==> src/verilog/flash_fetch_pkg.sv <==
package flash_fetch_pkg;

  // ==========================================================================
  // Clock and serial rate
  // ==========================================================================
  localparam int          CLK_HZ        = 40_000_000;
  localparam int          SCK_SLOW_HZ   = 30_000_000;
  localparam int          SCK_FAST_HZ   = 60_000_000;
  // Half period is a least time, so the division rounds up
  localparam int          HALF_SLOW_CYC = (CLK_HZ + 2 * SCK_SLOW_HZ - 1) / (2 * SCK_SLOW_HZ);
  localparam int          HALF_FAST_CYC = (CLK_HZ + 2 * SCK_FAST_HZ - 1) / (2 * SCK_FAST_HZ);
  localparam logic [3:0]  HALF_SLOW_LD  = 4'((HALF_SLOW_CYC < 1 ? 1 : HALF_SLOW_CYC) - 1);
  localparam logic [3:0]  HALF_FAST_LD  = 4'((HALF_FAST_CYC < 1 ? 1 : HALF_FAST_CYC) - 1);

  // ==========================================================================
  // Flash opcodes and boot image
  // ==========================================================================
  localparam logic [7:0]  OP_FAST_READ   = 8'h0b;
  localparam logic [7:0]  OP_DUAL_READ   = 8'h3b;
  localparam logic [31:0] BOOT_SIG       = 32'h32444655;
  localparam logic [23:0] BOOT_SIG_ADDR  = 24'h00fffa;
  localparam logic [23:0] CODE_START     = 24'h000000;
  localparam logic [6:0]  DUAL_ADDR_HIGH = 7'h00;

  // ==========================================================================
  // Frame lengths
  // ==========================================================================
  localparam logic [10:0] HDR_BITS       = 11'h028;
  localparam logic [10:0] RX_BITS_SINGLE = 11'h008;
  localparam logic [10:0] RX_BITS_DUAL   = 11'h004;
  localparam logic [5:0]  CACHE_BYTES    = 6'h20;
  localparam int          CMD_BYTES      = 8;

  // ==========================================================================
  // Register map (byte addresses)
  // ==========================================================================
  localparam logic [7:0]  ADDR_PORT_CONTROL = 8'h00;
  localparam logic [7:0]  ADDR_UTIL_CONFIG  = 8'h04;
  localparam logic [7:0]  ADDR_FR_OPCODE    = 8'h08;
  localparam logic [7:0]  ADDR_CMD_LEN      = 8'h0c;
  localparam logic [7:0]  ADDR_CMD_BUF      = 8'h20;
  localparam logic [7:0]  ADDR_RESP_BUF     = 8'h40;
  localparam logic [7:0]  BUF_MASK          = 8'he0;

  localparam int          CTL_GO_BIT       = 0;
  localparam int          CTL_DUAL_BIT     = 1;
  localparam int          CTL_BOOT_BIT     = 8;
  localparam int          CTL_EXT_BIT      = 9;
  localparam int          CTL_FAST_BIT     = 10;
  localparam int          UTIL_DISABLE_BIT = 0;

  localparam logic [7:0]  FR_OPCODE_RESET = 8'h0b;
  localparam logic [7:0]  CMD_LEN_RESET   = 8'h00;

  typedef enum logic [5:0] {
    ST_IDLE  = 6'b000001,
    ST_DESEL = 6'b000010,
    ST_HDR   = 6'b000100,
    ST_RX    = 6'b001000,
    ST_HOLD  = 6'b010000,
    ST_CMD   = 6'b100000
  } state_t;

endpackage : flash_fetch_pkg

==> src/verilog/serial_flash_fetch_controller.sv <==
// What this block does
// - Boot reads flash signature at fixed address
// - Good signature enables external code from zero
// - Port on after reset; disable bit stops it
// - Single read: select, opcode, address, dummy, byte
// - Ready pulse as soon as byte arrives
// - Sequential address keeps select, one more byte
// - Non-sequential address raises flash select
// - Dual read uses programmed opcode register
// - Dual address: top bits zero, rest from bus
// - Dual byte in four clocks, both lines
// - 32-byte cache with base and length
// - Long runs slide base to last 32
// - Cached jump answered in one clock
// - Command buffer, response buffer, length register
// - Go bit: length times eight clocks, self-clearing
// - Response stored after first command byte
// - Bytes beyond command buffer send filler
// - Erase commands use length four
// - Byte program uses length five
// - Single opcode commands use length one
// - Identification read leaves three response bytes
// - Strap caught after reset; both settings give a one-clock half period
//
// Local design decisions: the register addresses and register access over Wishbone.
`timescale 1ns/1ps
`default_nettype none

module serial_flash_fetch_controller #(
  parameter int ADDR_W = 24
) (
  input  wire logic              I_CLK_SYS,
  input  wire logic              I_RST,
  input  wire logic              I_WB_CYC,
  input  wire logic              I_WB_STB,
  input  wire logic              I_WB_WE,
  input  wire logic [7:0]        I_WB_ADR,
  input  wire logic [3:0]        I_WB_SEL,
  input  wire logic [31:0]       I_WB_DAT,
  output logic      [31:0]       O_WB_DAT,
  output logic                   O_WB_ACK,
  input  wire logic              I_FETCH_REQ,
  input  wire logic              I_FETCH_EXTERNAL_DATA_SPACE,
  input  wire logic [ADDR_W-1:0] I_FETCH_ADDR,
  output logic                   O_FETCH_READY,
  output logic      [7:0]        O_FETCH_DATA,
  output logic                   O_BOOT_DONE,
  output logic                   O_EXT_CODE_EN,
  input  wire logic              I_SERIAL_SPEED_STRAP,
  output logic                   O_FLASH_SEL_N,
  output logic                   O_FLASH_CLK,
  output logic                   O_FLASH_DO,
  output logic                   O_FLASH_DO_OE_N,
  input  wire logic              I_FLASH_DO,
  input  wire logic              I_SERIAL_IN_LINE
);

  // ==========================================================================
  // Declarations
  // ==========================================================================
  flash_fetch_pkg::state_t state_reg;
  logic [7:0]        cmd_buf_reg [flash_fetch_pkg::CMD_BYTES];
  logic [7:0]        resp_buf_reg [flash_fetch_pkg::CMD_BYTES];
  logic [7:0]        cache_mem [32];
  logic              go_reg;
  logic              dual_en_reg;
  logic              port_disable_reg;
  logic [7:0]        fr_opcode_reg;
  logic [7:0]        cmd_len_reg;
  logic              cmd_done_reg;
  logic              strap_fast_reg;
  logic              strap_taken_reg;
  logic              boot_active_reg;
  logic              boot_ok_reg;
  logic [1:0]        boot_idx_reg;
  logic              ready_reg;
  logic [3:0]        half_cnt_reg;
  logic [39:0]       hdr_reg;
  logic [10:0]       bit_idx_reg;
  logic [10:0]       bit_end_reg;
  logic [7:0]        rx_reg;
  logic [23:0]       cur_addr_reg;
  logic              cur_dual_reg;
  logic              new_run_reg;
  logic [23:0]       base_reg;
  logic [5:0]        len_reg;

  logic              wb_req;
  logic              wb_wr;
  logic [31:0]       rd_next;
  logic              tick;
  logic [3:0]        half_ld;
  logic              req_valid;
  logic              req_dual;
  logic [23:0]       req_addr;
  logic [23:0]       eff_addr;
  logic [23:0]       hit_offs;
  logic              hit;
  logic              seq;
  logic              take;
  logic [7:0]        rx_next;
  logic [7:0]        boot_byte;
  logic [7:0]        cmd_byte_idx;
  logic              cmd_start;

  // Filler beyond the command buffer is driven low
  function automatic logic cmd_bit(input logic [10:0] idx, input logic [7:0] b0,
                                   input logic [7:0] b1, input logic [7:0] b2,
                                   input logic [7:0] b3, input logic [7:0] b4,
                                   input logic [7:0] b5, input logic [7:0] b6,
                                   input logic [7:0] b7);
    logic [7:0] sel_byte;
    sel_byte = 8'h00;
    if (idx[10:6] == 5'h00) begin
      case (idx[5:3])
        3'h0:    sel_byte = b0;
        3'h1:    sel_byte = b1;
        3'h2:    sel_byte = b2;
        3'h3:    sel_byte = b3;
        3'h4:    sel_byte = b4;
        3'h5:    sel_byte = b5;
        3'h6:    sel_byte = b6;
        default: sel_byte = b7;
      endcase
    end
    return sel_byte[3'h7 - idx[2:0]];
  endfunction : cmd_bit

  // ==========================================================================
  // Wishbone slave: ack one cycle after request, write at the ack edge
  // ==========================================================================
  assign wb_req = I_WB_CYC & I_WB_STB;
  assign wb_wr  = wb_req & I_WB_WE & O_WB_ACK & I_WB_SEL[0];

  always_comb begin
    rd_next = 32'h0000_0000;
    if ((I_WB_ADR & flash_fetch_pkg::BUF_MASK) == flash_fetch_pkg::ADDR_CMD_BUF) begin
      rd_next[7:0] = cmd_buf_reg[I_WB_ADR[4:2]];
    end else if ((I_WB_ADR & flash_fetch_pkg::BUF_MASK) == flash_fetch_pkg::ADDR_RESP_BUF) begin
      rd_next[7:0] = resp_buf_reg[I_WB_ADR[4:2]];
    end else begin
      case (I_WB_ADR)
        flash_fetch_pkg::ADDR_PORT_CONTROL: begin
          rd_next[flash_fetch_pkg::CTL_GO_BIT]   = go_reg;
          rd_next[flash_fetch_pkg::CTL_DUAL_BIT] = dual_en_reg;
          rd_next[flash_fetch_pkg::CTL_BOOT_BIT] = O_BOOT_DONE;
          rd_next[flash_fetch_pkg::CTL_EXT_BIT]  = O_EXT_CODE_EN;
          rd_next[flash_fetch_pkg::CTL_FAST_BIT] = strap_fast_reg;
        end
        flash_fetch_pkg::ADDR_UTIL_CONFIG: rd_next[flash_fetch_pkg::UTIL_DISABLE_BIT] = port_disable_reg;
        flash_fetch_pkg::ADDR_FR_OPCODE:   rd_next[7:0] = fr_opcode_reg;
        flash_fetch_pkg::ADDR_CMD_LEN:     rd_next[7:0] = cmd_len_reg;
        default:                           rd_next = 32'h0000_0000;
      endcase
    end
  end

  always_ff @(posedge I_CLK_SYS or posedge I_RST) begin
    if (I_RST) begin
      O_WB_ACK <= 1'b0;
      O_WB_DAT <= 32'h0000_0000;
    end else begin
      O_WB_ACK <= wb_req & ~O_WB_ACK;
      O_WB_DAT <= rd_next;
    end
  end

  always_ff @(posedge I_CLK_SYS or posedge I_RST) begin
    if (I_RST) begin
      dual_en_reg      <= 1'b0;
      port_disable_reg <= 1'b0;
      fr_opcode_reg    <= flash_fetch_pkg::FR_OPCODE_RESET;
      cmd_len_reg      <= flash_fetch_pkg::CMD_LEN_RESET;
    end else if (wb_wr) begin
      case (I_WB_ADR)
        flash_fetch_pkg::ADDR_PORT_CONTROL: dual_en_reg <= I_WB_DAT[flash_fetch_pkg::CTL_DUAL_BIT];
        flash_fetch_pkg::ADDR_UTIL_CONFIG:
          port_disable_reg <= I_WB_DAT[flash_fetch_pkg::UTIL_DISABLE_BIT];
        flash_fetch_pkg::ADDR_FR_OPCODE:    fr_opcode_reg <= I_WB_DAT[7:0];
        flash_fetch_pkg::ADDR_CMD_LEN:      cmd_len_reg <= I_WB_DAT[7:0];
        default: ;
      endcase
    end
  end

  // Set by a write wins over the clear from a finishing transfer
  always_ff @(posedge I_CLK_SYS or posedge I_RST) begin
    if (I_RST) begin
      go_reg <= 1'b0;
    end else if (wb_wr && I_WB_ADR == flash_fetch_pkg::ADDR_PORT_CONTROL
                 && I_WB_DAT[flash_fetch_pkg::CTL_GO_BIT]) begin
      go_reg <= 1'b1;
    end else if (cmd_done_reg) begin
      go_reg <= 1'b0;
    end
  end

  genvar gi;
  generate
    for (gi = 0; gi < flash_fetch_pkg::CMD_BYTES; gi++) begin : g_cmd_buf
      always_ff @(posedge I_CLK_SYS or posedge I_RST) begin
        if (I_RST) begin
          cmd_buf_reg[gi] <= 8'h00;
        end else if (wb_wr && (I_WB_ADR & flash_fetch_pkg::BUF_MASK) == flash_fetch_pkg::ADDR_CMD_BUF
                     && I_WB_ADR[4:2] == 3'(gi)) begin
          cmd_buf_reg[gi] <= I_WB_DAT[7:0];
        end
      end
    end
  endgenerate

  // ==========================================================================
  // Strap capture and boot signature check
  // ==========================================================================
  assign boot_byte = 8'(flash_fetch_pkg::BOOT_SIG >> {~boot_idx_reg, 3'b000});

  always_ff @(posedge I_CLK_SYS or posedge I_RST) begin
    if (I_RST) begin
      strap_taken_reg <= 1'b0;
      strap_fast_reg  <= 1'b0;
    end else if (!strap_taken_reg) begin
      strap_taken_reg <= 1'b1;
      strap_fast_reg  <= I_SERIAL_SPEED_STRAP;
    end
  end

  always_ff @(posedge I_CLK_SYS or posedge I_RST) begin
    if (I_RST) begin
      boot_active_reg <= 1'b1;
      boot_ok_reg     <= 1'b1;
      boot_idx_reg    <= 2'h0;
      O_BOOT_DONE     <= 1'b0;
      O_EXT_CODE_EN   <= 1'b0;
    end else if (boot_active_reg && port_disable_reg) begin
      // No port, no image: fall back to internal code
      boot_active_reg <= 1'b0;
      O_BOOT_DONE     <= 1'b1;
    end else if (boot_active_reg && ready_reg) begin
      boot_idx_reg <= boot_idx_reg + 2'h1;
      if (rx_reg != boot_byte) begin
        boot_ok_reg <= 1'b0;
      end
      if (boot_idx_reg == 2'h3) begin
        boot_active_reg <= 1'b0;
        O_BOOT_DONE     <= 1'b1;
        O_EXT_CODE_EN   <= boot_ok_reg & (rx_reg == boot_byte);
      end
    end
  end

  // ==========================================================================
  // Request decode and fetch cache lookup
  // ==========================================================================
  assign req_valid = boot_active_reg ? strap_taken_reg
                                     : I_FETCH_REQ & O_BOOT_DONE & (O_EXT_CODE_EN | I_FETCH_EXTERNAL_DATA_SPACE);
  assign req_dual  = ~boot_active_reg & I_FETCH_EXTERNAL_DATA_SPACE & dual_en_reg;
  assign req_addr  = boot_active_reg ? flash_fetch_pkg::BOOT_SIG_ADDR + 24'(boot_idx_reg)
                                     : 24'(I_FETCH_ADDR);
  assign eff_addr  = req_dual ? {flash_fetch_pkg::DUAL_ADDR_HIGH, req_addr[16:0]}
                              : req_addr;
  assign hit_offs  = eff_addr - base_reg;
  assign hit       = hit_offs < {18'h00000, len_reg};
  assign seq       = (eff_addr == cur_addr_reg + 24'h000001) && (req_dual == cur_dual_reg);
  assign cmd_start = go_reg & ~cmd_done_reg;
  assign take      = req_valid & ~ready_reg & ~cmd_start;
  assign half_ld   = strap_fast_reg ? flash_fetch_pkg::HALF_FAST_LD
                                    : flash_fetch_pkg::HALF_SLOW_LD;
  assign tick      = (half_cnt_reg == 4'h0);
  assign rx_next   = cur_dual_reg && state_reg == flash_fetch_pkg::ST_RX
                     ? {rx_reg[5:0], I_SERIAL_IN_LINE, I_FLASH_DO}
                     : {rx_reg[6:0], I_SERIAL_IN_LINE};
  assign cmd_byte_idx = bit_idx_reg[10:3];

  // ==========================================================================
  // Serial engine
  // ==========================================================================
  always_ff @(posedge I_CLK_SYS or posedge I_RST) begin
    if (I_RST) begin
      state_reg       <= flash_fetch_pkg::ST_IDLE;
      O_FLASH_SEL_N   <= 1'b1;
      O_FLASH_CLK     <= 1'b0;
      O_FLASH_DO      <= 1'b0;
      O_FLASH_DO_OE_N <= 1'b0;
      O_FETCH_READY   <= 1'b0;
      O_FETCH_DATA    <= 8'h00;
      ready_reg       <= 1'b0;
      cmd_done_reg    <= 1'b0;
      half_cnt_reg    <= 4'h0;
      hdr_reg         <= 40'h00_0000_0000;
      bit_idx_reg     <= 11'h000;
      bit_end_reg     <= 11'h000;
      rx_reg          <= 8'h00;
      cur_addr_reg    <= 24'h000000;
      cur_dual_reg    <= 1'b0;
      new_run_reg     <= 1'b0;
      base_reg        <= 24'h000000;
      len_reg         <= 6'h00;
    end else begin
      ready_reg     <= 1'b0;
      O_FETCH_READY <= 1'b0;
      cmd_done_reg  <= 1'b0;
      half_cnt_reg  <= tick ? half_ld : half_cnt_reg - 4'h1;
      if (port_disable_reg) begin
        state_reg       <= flash_fetch_pkg::ST_IDLE;
        O_FLASH_SEL_N   <= 1'b1;
        O_FLASH_CLK     <= 1'b0;
        O_FLASH_DO_OE_N <= 1'b0;
        cmd_done_reg    <= go_reg & ~cmd_done_reg;
      end else begin
        case (state_reg)
          flash_fetch_pkg::ST_IDLE, flash_fetch_pkg::ST_HOLD: begin
            if (cmd_start && state_reg == flash_fetch_pkg::ST_HOLD) begin
              O_FLASH_SEL_N <= 1'b1;
              state_reg     <= flash_fetch_pkg::ST_DESEL;
            end else if (cmd_start) begin
              if (cmd_len_reg == 8'h00) begin
                cmd_done_reg <= 1'b1;
              end else begin
                O_FLASH_SEL_N <= 1'b0;
                O_FLASH_DO    <= cmd_buf_reg[0][7];
                bit_idx_reg   <= 11'h000;
                bit_end_reg   <= {cmd_len_reg, 3'b000};
                len_reg       <= 6'h00;
                half_cnt_reg  <= half_ld;
                state_reg     <= flash_fetch_pkg::ST_CMD;
              end
            end else if (take && hit) begin
              ready_reg     <= 1'b1;
              O_FETCH_READY <= ~boot_active_reg;
              O_FETCH_DATA  <= cache_mem[eff_addr[4:0]];
              rx_reg        <= cache_mem[eff_addr[4:0]];
              if (state_reg == flash_fetch_pkg::ST_HOLD) begin
                O_FLASH_SEL_N <= 1'b1;
                state_reg     <= flash_fetch_pkg::ST_DESEL;
              end
            end else if (take && state_reg == flash_fetch_pkg::ST_HOLD && seq) begin
              cur_addr_reg    <= eff_addr;
              new_run_reg     <= 1'b0;
              bit_idx_reg     <= 11'h000;
              bit_end_reg     <= cur_dual_reg ? flash_fetch_pkg::RX_BITS_DUAL
                                              : flash_fetch_pkg::RX_BITS_SINGLE;
              O_FLASH_DO_OE_N <= cur_dual_reg;
              half_cnt_reg    <= half_ld;
              state_reg       <= flash_fetch_pkg::ST_RX;
            end else if (take && state_reg == flash_fetch_pkg::ST_HOLD) begin
              O_FLASH_SEL_N <= 1'b1;
              state_reg     <= flash_fetch_pkg::ST_DESEL;
            end else if (take) begin
              O_FLASH_SEL_N <= 1'b0;
              hdr_reg       <= {req_dual ? fr_opcode_reg : flash_fetch_pkg::OP_FAST_READ,
                                eff_addr, 8'h00};
              O_FLASH_DO    <= req_dual ? fr_opcode_reg[7] : flash_fetch_pkg::OP_FAST_READ[7];
              cur_addr_reg  <= eff_addr;
              cur_dual_reg  <= req_dual;
              new_run_reg   <= 1'b1;
              base_reg      <= eff_addr;
              len_reg       <= 6'h00;
              bit_idx_reg   <= 11'h000;
              bit_end_reg   <= flash_fetch_pkg::HDR_BITS;
              half_cnt_reg  <= half_ld;
              state_reg     <= flash_fetch_pkg::ST_HDR;
            end
          end

          // One idle cycle with select high before any new frame
          flash_fetch_pkg::ST_DESEL: begin
            O_FLASH_DO_OE_N <= 1'b0;
            state_reg       <= flash_fetch_pkg::ST_IDLE;
          end

          flash_fetch_pkg::ST_HDR: begin
            if (tick && !O_FLASH_CLK) begin
              O_FLASH_CLK <= 1'b1;
            end else if (tick) begin
              O_FLASH_CLK <= 1'b0;
              if (bit_idx_reg == bit_end_reg - 11'h001) begin
                bit_idx_reg     <= 11'h000;
                bit_end_reg     <= cur_dual_reg ? flash_fetch_pkg::RX_BITS_DUAL
                                                : flash_fetch_pkg::RX_BITS_SINGLE;
                O_FLASH_DO_OE_N <= cur_dual_reg;
                state_reg       <= flash_fetch_pkg::ST_RX;
              end else begin
                bit_idx_reg <= bit_idx_reg + 11'h001;
                hdr_reg     <= {hdr_reg[38:0], 1'b0};
                O_FLASH_DO  <= hdr_reg[38];
              end
            end
          end

          flash_fetch_pkg::ST_RX: begin
            if (tick && !O_FLASH_CLK) begin
              O_FLASH_CLK <= 1'b1;
              rx_reg      <= rx_next;
            end else if (tick) begin
              O_FLASH_CLK <= 1'b0;
              if (bit_idx_reg == bit_end_reg - 11'h001) begin
                ready_reg     <= 1'b1;
                O_FETCH_READY <= ~boot_active_reg;
                O_FETCH_DATA  <= rx_reg;
                cache_mem[cur_addr_reg[4:0]] <= rx_reg;
                if (len_reg == flash_fetch_pkg::CACHE_BYTES) begin
                  base_reg <= base_reg + 24'h000001;
                end else begin
                  len_reg <= len_reg + 6'h01;
                end
                O_FLASH_DO_OE_N <= 1'b0;
                state_reg       <= flash_fetch_pkg::ST_HOLD;
              end else begin
                bit_idx_reg <= bit_idx_reg + 11'h001;
              end
            end
          end

          flash_fetch_pkg::ST_CMD: begin
            if (tick && !O_FLASH_CLK) begin
              O_FLASH_CLK <= 1'b1;
              rx_reg      <= rx_next;
            end else if (tick) begin
              O_FLASH_CLK <= 1'b0;
              if (bit_idx_reg[2:0] == 3'h7 && cmd_byte_idx != 8'h00
                  && cmd_byte_idx <= 8'(flash_fetch_pkg::CMD_BYTES)) begin
                resp_buf_reg[3'(cmd_byte_idx - 8'h01)] <= rx_reg;
              end
              if (bit_idx_reg == bit_end_reg - 11'h001) begin
                O_FLASH_SEL_N <= 1'b1;
                cmd_done_reg  <= 1'b1;
                state_reg     <= flash_fetch_pkg::ST_DESEL;
              end else begin
                bit_idx_reg <= bit_idx_reg + 11'h001;
                O_FLASH_DO  <= cmd_bit(bit_idx_reg + 11'h001, cmd_buf_reg[0], cmd_buf_reg[1],
                                       cmd_buf_reg[2], cmd_buf_reg[3], cmd_buf_reg[4],
                                       cmd_buf_reg[5], cmd_buf_reg[6], cmd_buf_reg[7]);
              end
            end
          end

          default: begin
            O_FLASH_SEL_N <= 1'b1;
            O_FLASH_CLK   <= 1'b0;
            state_reg     <= flash_fetch_pkg::ST_IDLE;
          end
        endcase
      end
    end
  end

endmodule : serial_flash_fetch_controller

`default_nettype wire

==> config.mk <==
export PLATFORM = sky130hd
export DESIGN_NAME = serial_flash_fetch_controller
export DESIGN_NICKNAME = d
export VERILOG_FILES = /design/src/verilog/flash_fetch_pkg.sv /design/src/verilog/serial_flash_fetch_controller.sv
export SDC_FILE = /design/constraint.sdc
export NUM_CORES = 1
export LEC_CHECK = 0
export BUFFER_PORTS_ARGS = -buffer_cell sky130_fd_sc_hd__buf_4
export CAP_MARGIN = 20
export CORE_ASPECT_RATIO = 0.9
export CORE_UTILIZATION = 45
export DETAILED_ROUTE_END_ITERATION = 10
export PLACE_DENSITY = 0.66
export SYNTH_ARGS = -nofsm -noshare
export SYNTH_HDL_FRONTEND = slang
export SYNTH_SLANG_ARGS = --single-unit
==> constraint.sdc <==
create_clock -name I_CLK_SYS -period 7.9 [get_ports I_CLK_SYS]
set_input_delay 0.395 -clock I_CLK_SYS [delete_from_list [all_inputs] [get_ports I_CLK_SYS]]
set_output_delay 0.395 -clock I_CLK_SYS [all_outputs]
set_load 0.01 [all_outputs]
==> results of run 1 <==
## worst max-delay path by stage
stage                                      from                            to
floorplan                                 I_RST  resp_buf_reg[2][0]$_DFFE_PP_
global placement    boot_active_reg$_DFFE_PP1P_     cache_mem[7][2]$_DFFE_PP_
detailed placement  boot_active_reg$_DFFE_PP1P_    cache_mem[14][0]$_DFFE_PP_
CTS                 boot_active_reg$_DFFE_PP1P_    cache_mem[29][4]$_DFFE_PP_
global route        boot_active_reg$_DFFE_PP1P_    cache_mem[29][5]$_DFFE_PP_
finish              boot_active_reg$_DFFE_PP1P_     cache_mem[7][3]$_DFFE_PP_
## power groups by stage
stage / logic (W) / clock network, W / registers [W]
3_3_place_gp: 0.000386 / 0 / 0.00316
4_1_cts: 0.000397 / 0.00292 / 0.00310
5_1_grt: 0.000438 / 0.00303 / 0.00310
6_report: 0.000400 / 0.00288 / 0.00310
2_1_floorplan: 0.000280 / 0 / 0.00316
3_5_place_dp: 0.000393 / 0 / 0.00316
## synthesized netlist by cell type (42+ instances only)
library cell	n	area (sq um)
nor2_1	149	559
ha_1	42	526
clkbuf_1	111	417
a21oi_1	136	681
and3_1	51	319
inv_1	76	285
a311oi_1	43	377
dfrtp_1	235	5880
mux2_2	105	1180
o21ai_0	91	455
nor3_1	59	295
xnor2_1	51	447
nand3_1	124	621
nand2_1	415	1560
edfxtp_1	320	9610
## kinds of logic (layout without fill, tap and decap cells)
group | count (synthesis) | count (layout)
compound gates | 491 | 491
fa+ha+maj | 44 | 44
flops | 562 | 562
mux | 207 | 207
simple gates | 971 | 971
xor+xnor | 75 | 75
other cells | 2 | 25
buf+inv | 267 | 311
## through the flow
| step | setup slack [ns] | area [sq um] | hold slack, ns | utilization [%] | cells |
|---|---|---|---|---|---|
| 2_1_floorplan | 0.599 | 28800 | 0.441 | - | 2639 |
| 3_3_place_gp | 2.02 | 30000 | 0.444 | 47.6 | 3412 |
| 3_5_place_dp | 2.03 | 30000 | 0.449 | 47.6 | 3412 |
| 4_1_cts | 2.01 | 32000 | 0.0150 | 50.9 | 3526 |
| 5_1_grt | 1.73 | 32000 | 0.0661 | 50.9 | 3531 |
| 6_report | 1.98 | 32000 | 0.0546 | 50.9 | 3531 |
## layer usage
metal / share of wire [%] / wire (microns) / up-vias / GRT usage (%)
met4: 2.4 / 1860 / 0 / 7.32
met3: 8.5 / 6730 / 119 / 4.46
li1: - / - / 9653 / -
met1: 44 / 34400 / 10600 / 35.2
met2: 46 / 36000 / 951 / 36.7
met5: 0 / 0 / - / 0
## layout make-up
class	instances	share of cell area, %
clock buffers	84	5.12
inverters	80	0.965
repair buffers	121	2.86
clock inverters	26	1.19
diodes	3	0.0234
flip-flops and latches	562	48.9
multi-input cells	1810	37.6
well taps	845	3.30
## worst max-delay path, cell delays in order (launching register included)
cell and delay (ns):
dfstp_2 0.41, buf_4 0.24, nor2_2 0.21, clkinv_1 0.58, ha_1 0.47, a21o_1 0.22
a31oi_1 0.24, nand2_1 0.14, xor2_1 0.17, ha_1 0.30, o2111ai_1 0.11, a21oi_1 0.09
nor4_1 0.27, o2111ai_1 0.13, or4_1 0.43, nor4_1 0.15, and4_1 0.28, nand3_1 0.09
o21a_1 0.22, o22a_1 0.20, buf_4 0.26, and4_1 0.40
## cell usage in the layout, fill, tap and decap left out, types with 24 or more instances in the layout
cell and n:
a21oi_1 136, a311oi_1 43, a31oi_1 27, and3_1 51
and4_1 35, buf_4 115, clkbuf_16 58, dfrtp_1 235
edfxtp_1 320, ha_1 42, inv_1 74, mux2_2 105
mux2i_1 40, mux4_2 35, nand2_1 415, nand3_1 124
nor2_1 148, nor3_1 57, o21ai_0 91, xnor2_1 50
xor2_1 24
## timing repair
action                                 4_1_cts  5_1_grt
setup buffers                                0        0
hold buffers                                 4        0
endpoints found under the hold margin      105        0
==> reports/qor.txt, run 1 <==
Synth Area in Compound Gates - 11.5%
register area - 0.0157 sq mm
Final period util - 74.9%
Mapped Cells - 2619
clock root cell - clkbuf_16
Synth Area in XOR/XNOR - 2.29%
unique cell type count in the Yosys netlist - 109
Reg-to-Reg Start - boot_active_reg$_DFFE_PP1P_
Top Ports - 126
Reg2Reg Depth - 21
initial antenna violation count - 4
clock latency on the worst-skew pair - 0.65 ns
Clock Sinks - 562
# setup viols final - 0
Synth warnings - 0
GR Overflow Total - 0
largest net degree at the start of global routing - 107
Rel. slew slack - 27.2%
Crit Path Class - reg -> reg
Slew Limit Fails - 0
minimum clock period after layout - 5.92 ns
min-delay worst type - in -> reg
Max-Cap Viols - 0
Sum Neg Setup Slack - 0 ns
P_sw - 0.00147 W
largest family of logic cells by synthesized area - simple AND/OR/NAND/NOR gates
die height - 242 microns
Pwr Density - 199 mW/mm^2
vias in the first global route - 20600
ys async rst share - 43.1%
Adder-Cell Fraction of Synth Area - 1.93%
CTS resizes - 0
peak supply drop - 0.000186 V
hold path depth - 3
Seq/Total Area, Yosys - 54.5%
Die Width - 268 microns
htree depth - 2
CP Launch Type - flip-flop
port bufs - 77
Pwr Total - 0.00638 W
mux cell area share after synthesis - 9.41%
routed len/inst - 22.4 microns
CTS tree - built
DP HPWL - 51.3 mm
synthesis-to-layout area growth - 11.5%
Critical Path AT - 6.27 ns
Std-Cell Rows - 87
Core ar. - 0.0629 sq mm
#FFs+latches synth - 562
Top FF cell, synth - edfxtp_1
Vias/cell - 6.04
outcome - finished, final reports clean
Initial Util - 45.7%
Max Root-Sink Buffers - 3
DR iter-0 viols - 2287
hold path start - I_WB_DAT[0]
Mean Syn Cell Area - 11.0 sq um
area of the multi-input gates - 0.0121 sq mm
combinational share of power - 6.3%
EDFF count, synth - 320
Worst Path Required - 8.25 ns
simple-gate area share of the yosys netlist - 16.3%
die area - 0.0649 sq mm
first-pass GRT wire length - 121 mm
RSZ-0062 raised after global routing - false
gpl congestion - 0.947
Hold Vio Cnt, Final - 0
Worst-Margin Slew - 1.09 ns
layout cells sized above 1 - 15.9%
part of the power in the clock network - 45.1%
r2r setup slk - 1.98 ns
Detailed Routing Iterations Pass 1 - 6
DRC - 0
remaining antenna violation count - 0
hold endpoint - go_reg$_DFFE_PP0P_
via count - 21300
synthesized area - 0.0287 sq mm
Max Fanout on Critical Path - 38
Worst setup EP type - flip-flop
Switching Share - 23.1%
number of buffers created by CTS - 58
# fillers - 5498
fmax - 169 MHz
final wirelength - 79.0 mm
Tot GR Track Use - 24.2%
# nets final - 2754
Pleak - 11.9 nW
Int Power - 0.00491 W
reg-to-reg critical path endpoint - cache_mem[7][3]$_DFFE_PP_
clk slew on worst S/H paths - 0.07 ns
Fin Clk Skew - 0.0430 ns
sequential share of power - 48.6%
Largest register FFs - 256
Note: power is estimated with default switching activity, not from simulation.
==> run 2, diff against run 1 <==
Clock period 7.9 ns to 5.85 ns, I/O delays scaled along.
==> run 2 against run 1 <==
Compared with the run above: final area fell by 0.36%; final cell count up 0.20%; non-clock buffer count increased by 15; combinational power is 38% higher; total power grew 29%; sequential power is 35% higher; critical endpoint is now cache_mem[30][5]$_DFFE_PP_; largest cell class unchanged.
==> reports/qor.txt, run 2 (synthesis gave the netlist of run 1 again) <==
outcome - finished, final reports clean
# nets final - 2766 (+0.44%)
Slowest cell on crit path - dfstp_2
Core ar. - 0.0629 sq mm (unchanged)
gpl congestion - 0.886 (-6.4%)
vias in the first global route - 20800 (+0.78%)
routed len/inst - 22.3 microns (-0.29%)
Largest register FFs - 256 (unchanged)
cell family with the largest share of critical-path delay - simple AND/OR/NAND/NOR gates
layout cells sized above 1 - 15.9% (+0.027 points)
post-placement cell area - 0.0300 sq mm (+0.21%)
DRC - 0 (unchanged)
cell chain of the critical path - mux2_4, inv_2, ha_1, inv_1, fa_1, a21o_1, a21oi_1, xnor2_1, ha_1, a21oi_1, nor2b_1, nor4_1, o2111ai_1, or4_1, nor4_1, and4_1, nand3_1, o21a_1, o22a_1, buf_4, and4_1
# Post-CTS Setup Buffers - 0 (unchanged)
Crit Path Class - reg -> reg
Die Width - 268 microns (unchanged)
Std-Cell Rows - 87 (unchanged)
Sum Neg Setup Slack - 0 ns (unchanged)
CTS resizes - 0 (unchanged)
Vias/cell - 6.03 (about the same)
Clock Sinks - 562 (unchanged)
DR iter-0 viols - 2124 (-7.1%)
Pleak - 11.8 nW (-0.63%)
Max Fanout on Critical Path - 38 (unchanged)
Hold Buf Count CTS - 10 (+6)
Detailed Routing Iterations Pass 1 - 6 (unchanged)
Fin Clk Skew - 0.0618 ns (+0.0187 ns)
Worst-Margin Slew - 1.06 ns (-0.0367 ns)
number of buffers created by CTS - 55 (-5.2%)
die height - 242 microns (unchanged)
Max-Cap Viols - 0 (unchanged)
remaining antenna violation count - 0 (unchanged)
Tot GR Track Use - 24.3% (+0.14 points)
largest net degree at the start of global routing - 123 (+15%)
commonest non-fill, non-tap cell in the layout - nand2_1
htree depth - 2 (unchanged)
via count - 21300 (+0.14%)
Critical Path AT - 5.84 ns (-0.43 ns)
min-delay worst type - in -> reg
# setup viols final - 0 (unchanged)
Top Ports - 126 (unchanged)
final wirelength - 78.9 mm (about the same)
fmax - 180 MHz (+6.8%)
first-pass GRT wire length - 122 mm (+0.72%)
Pwr Density - 258 mW/mm^2 (+30%)
Hold Vio Cnt, Final - 0 (unchanged)
synthesis-to-layout area growth - 11.1%
Final Cell Area - 0.0319 sq mm (-0.36%)
clk slew on worst S/H paths - 0.07 ns (about the same)
Worst path max stage delay - 0.63 ns (+0.05 ns)
Rel. slew slack - 29.4% (+2.2 points)
initial antenna violation count - 2 (-2)
peak supply drop - 0.000233 V (+25%)
Slew Limit Fails - 0 (unchanged)
Max Root-Sink Buffers - 3 (unchanged)
CP Launch Type - flip-flop
Worst Path Required - 6.15 ns (-2.10 ns)
Initial Util - 45.7% (unchanged)
most frequent cells in the layout - nand2_1, edfxtp_1, dfrtp_1, nor2_1, a21oi_1
DP HPWL - 52.5 mm (+2.2%)
GR Overflow Total - 0 (unchanged)
RSZ-0062 raised after global routing - false
die area - 0.0649 sq mm (unchanged)
port bufs - 77 (unchanged)
Final Util - 50.7% (-0.19 points)
Worst setup EP type - flip-flop
Final period util - 94.8% (+20 points)
minimum clock period after layout - 5.54 ns (-0.376 ns)
clock root cell - clkbuf_16
clock latency on the worst-skew pair - 0.64 ns (about the same)
CTS tree - built
Buffers & Inverters on Critical Path - 3 (unchanged)
==> run 2: per-layer routing <==
layer	up-vias	track usage, %	share of wire, %	routed length, microns
met5	-	0	0	0
met4	0	8.02	2.9	2310
met3	156	4.52	8.6	6780
met2	888	36.1	44	34900
met1	10600	35.8	44	34900
li1	9670	-	-	-
==> run 2: where the power goes <==
part / total (W) / switching [W] / internal [W]
Combinational: 0.000551 / 0.000358 / 0.000193
Clock: 0.00350 / 0.00159 / 0.00191
Sequential: 0.00419 / 0.0000190 / 0.00417
==> run 2: cell type report <==
type | instances | area (sq um)
antenna | 2 | 5.00
timing repair buffer | 136 | 1060
tap | 845 | 1060
clock inverter | 41 | 349
clock buffer | 62 | 1430
sequential | 562 | 15700
fill | 5571 | 31000
multi-input combinational | 1810 | 12000
inverter | 80 | 305
==> run 2: worst paths after layout <==
| path | from | end | slack (ns) | cells after the start |
|---|---|---|---|---|
| max in group asynchronous | I_RST | O_WB_DAT[6]$_DFF_PP0_ | 3.80 | 5 |
| hold / removal | I_WB_DAT[2] | fr_opcode_reg[2]$_DFFE_PP0P_ | 0.03 | 2 |
| setup reg to reg | boot_active_reg$_DFFE_PP1P_ | cache_mem[30][5]$_DFFE_PP_ | 0.31 | 21 |
| min in group asynchronous | I_RST | hdr_reg[17]$_DFFE_PP0P_ | 0.26 | 3 |
| setup / recovery | boot_active_reg$_DFFE_PP1P_ | cache_mem[30][5]$_DFFE_PP_ | 0.31 | 21 |
| hold reg to reg | boot_ok_reg$_DFFE_PP1P_ | boot_ok_reg$_DFFE_PP1P_ | 0.46 | 1 |
==> run 2: through the flow <==
step                total power [W]  instances  setup slack (ns)  hold slack, ns
floorplan                   0.00464       2639             0.135           0.416
global placement            0.00480       3421             0.356           0.334
detailed placement          0.00481       3421             0.390           0.339
CTS                         0.00829       3534             0.340        0.000969
global route                0.00851       3538           0.00721          0.0148
finish                      0.00824       3538             0.307          0.0310
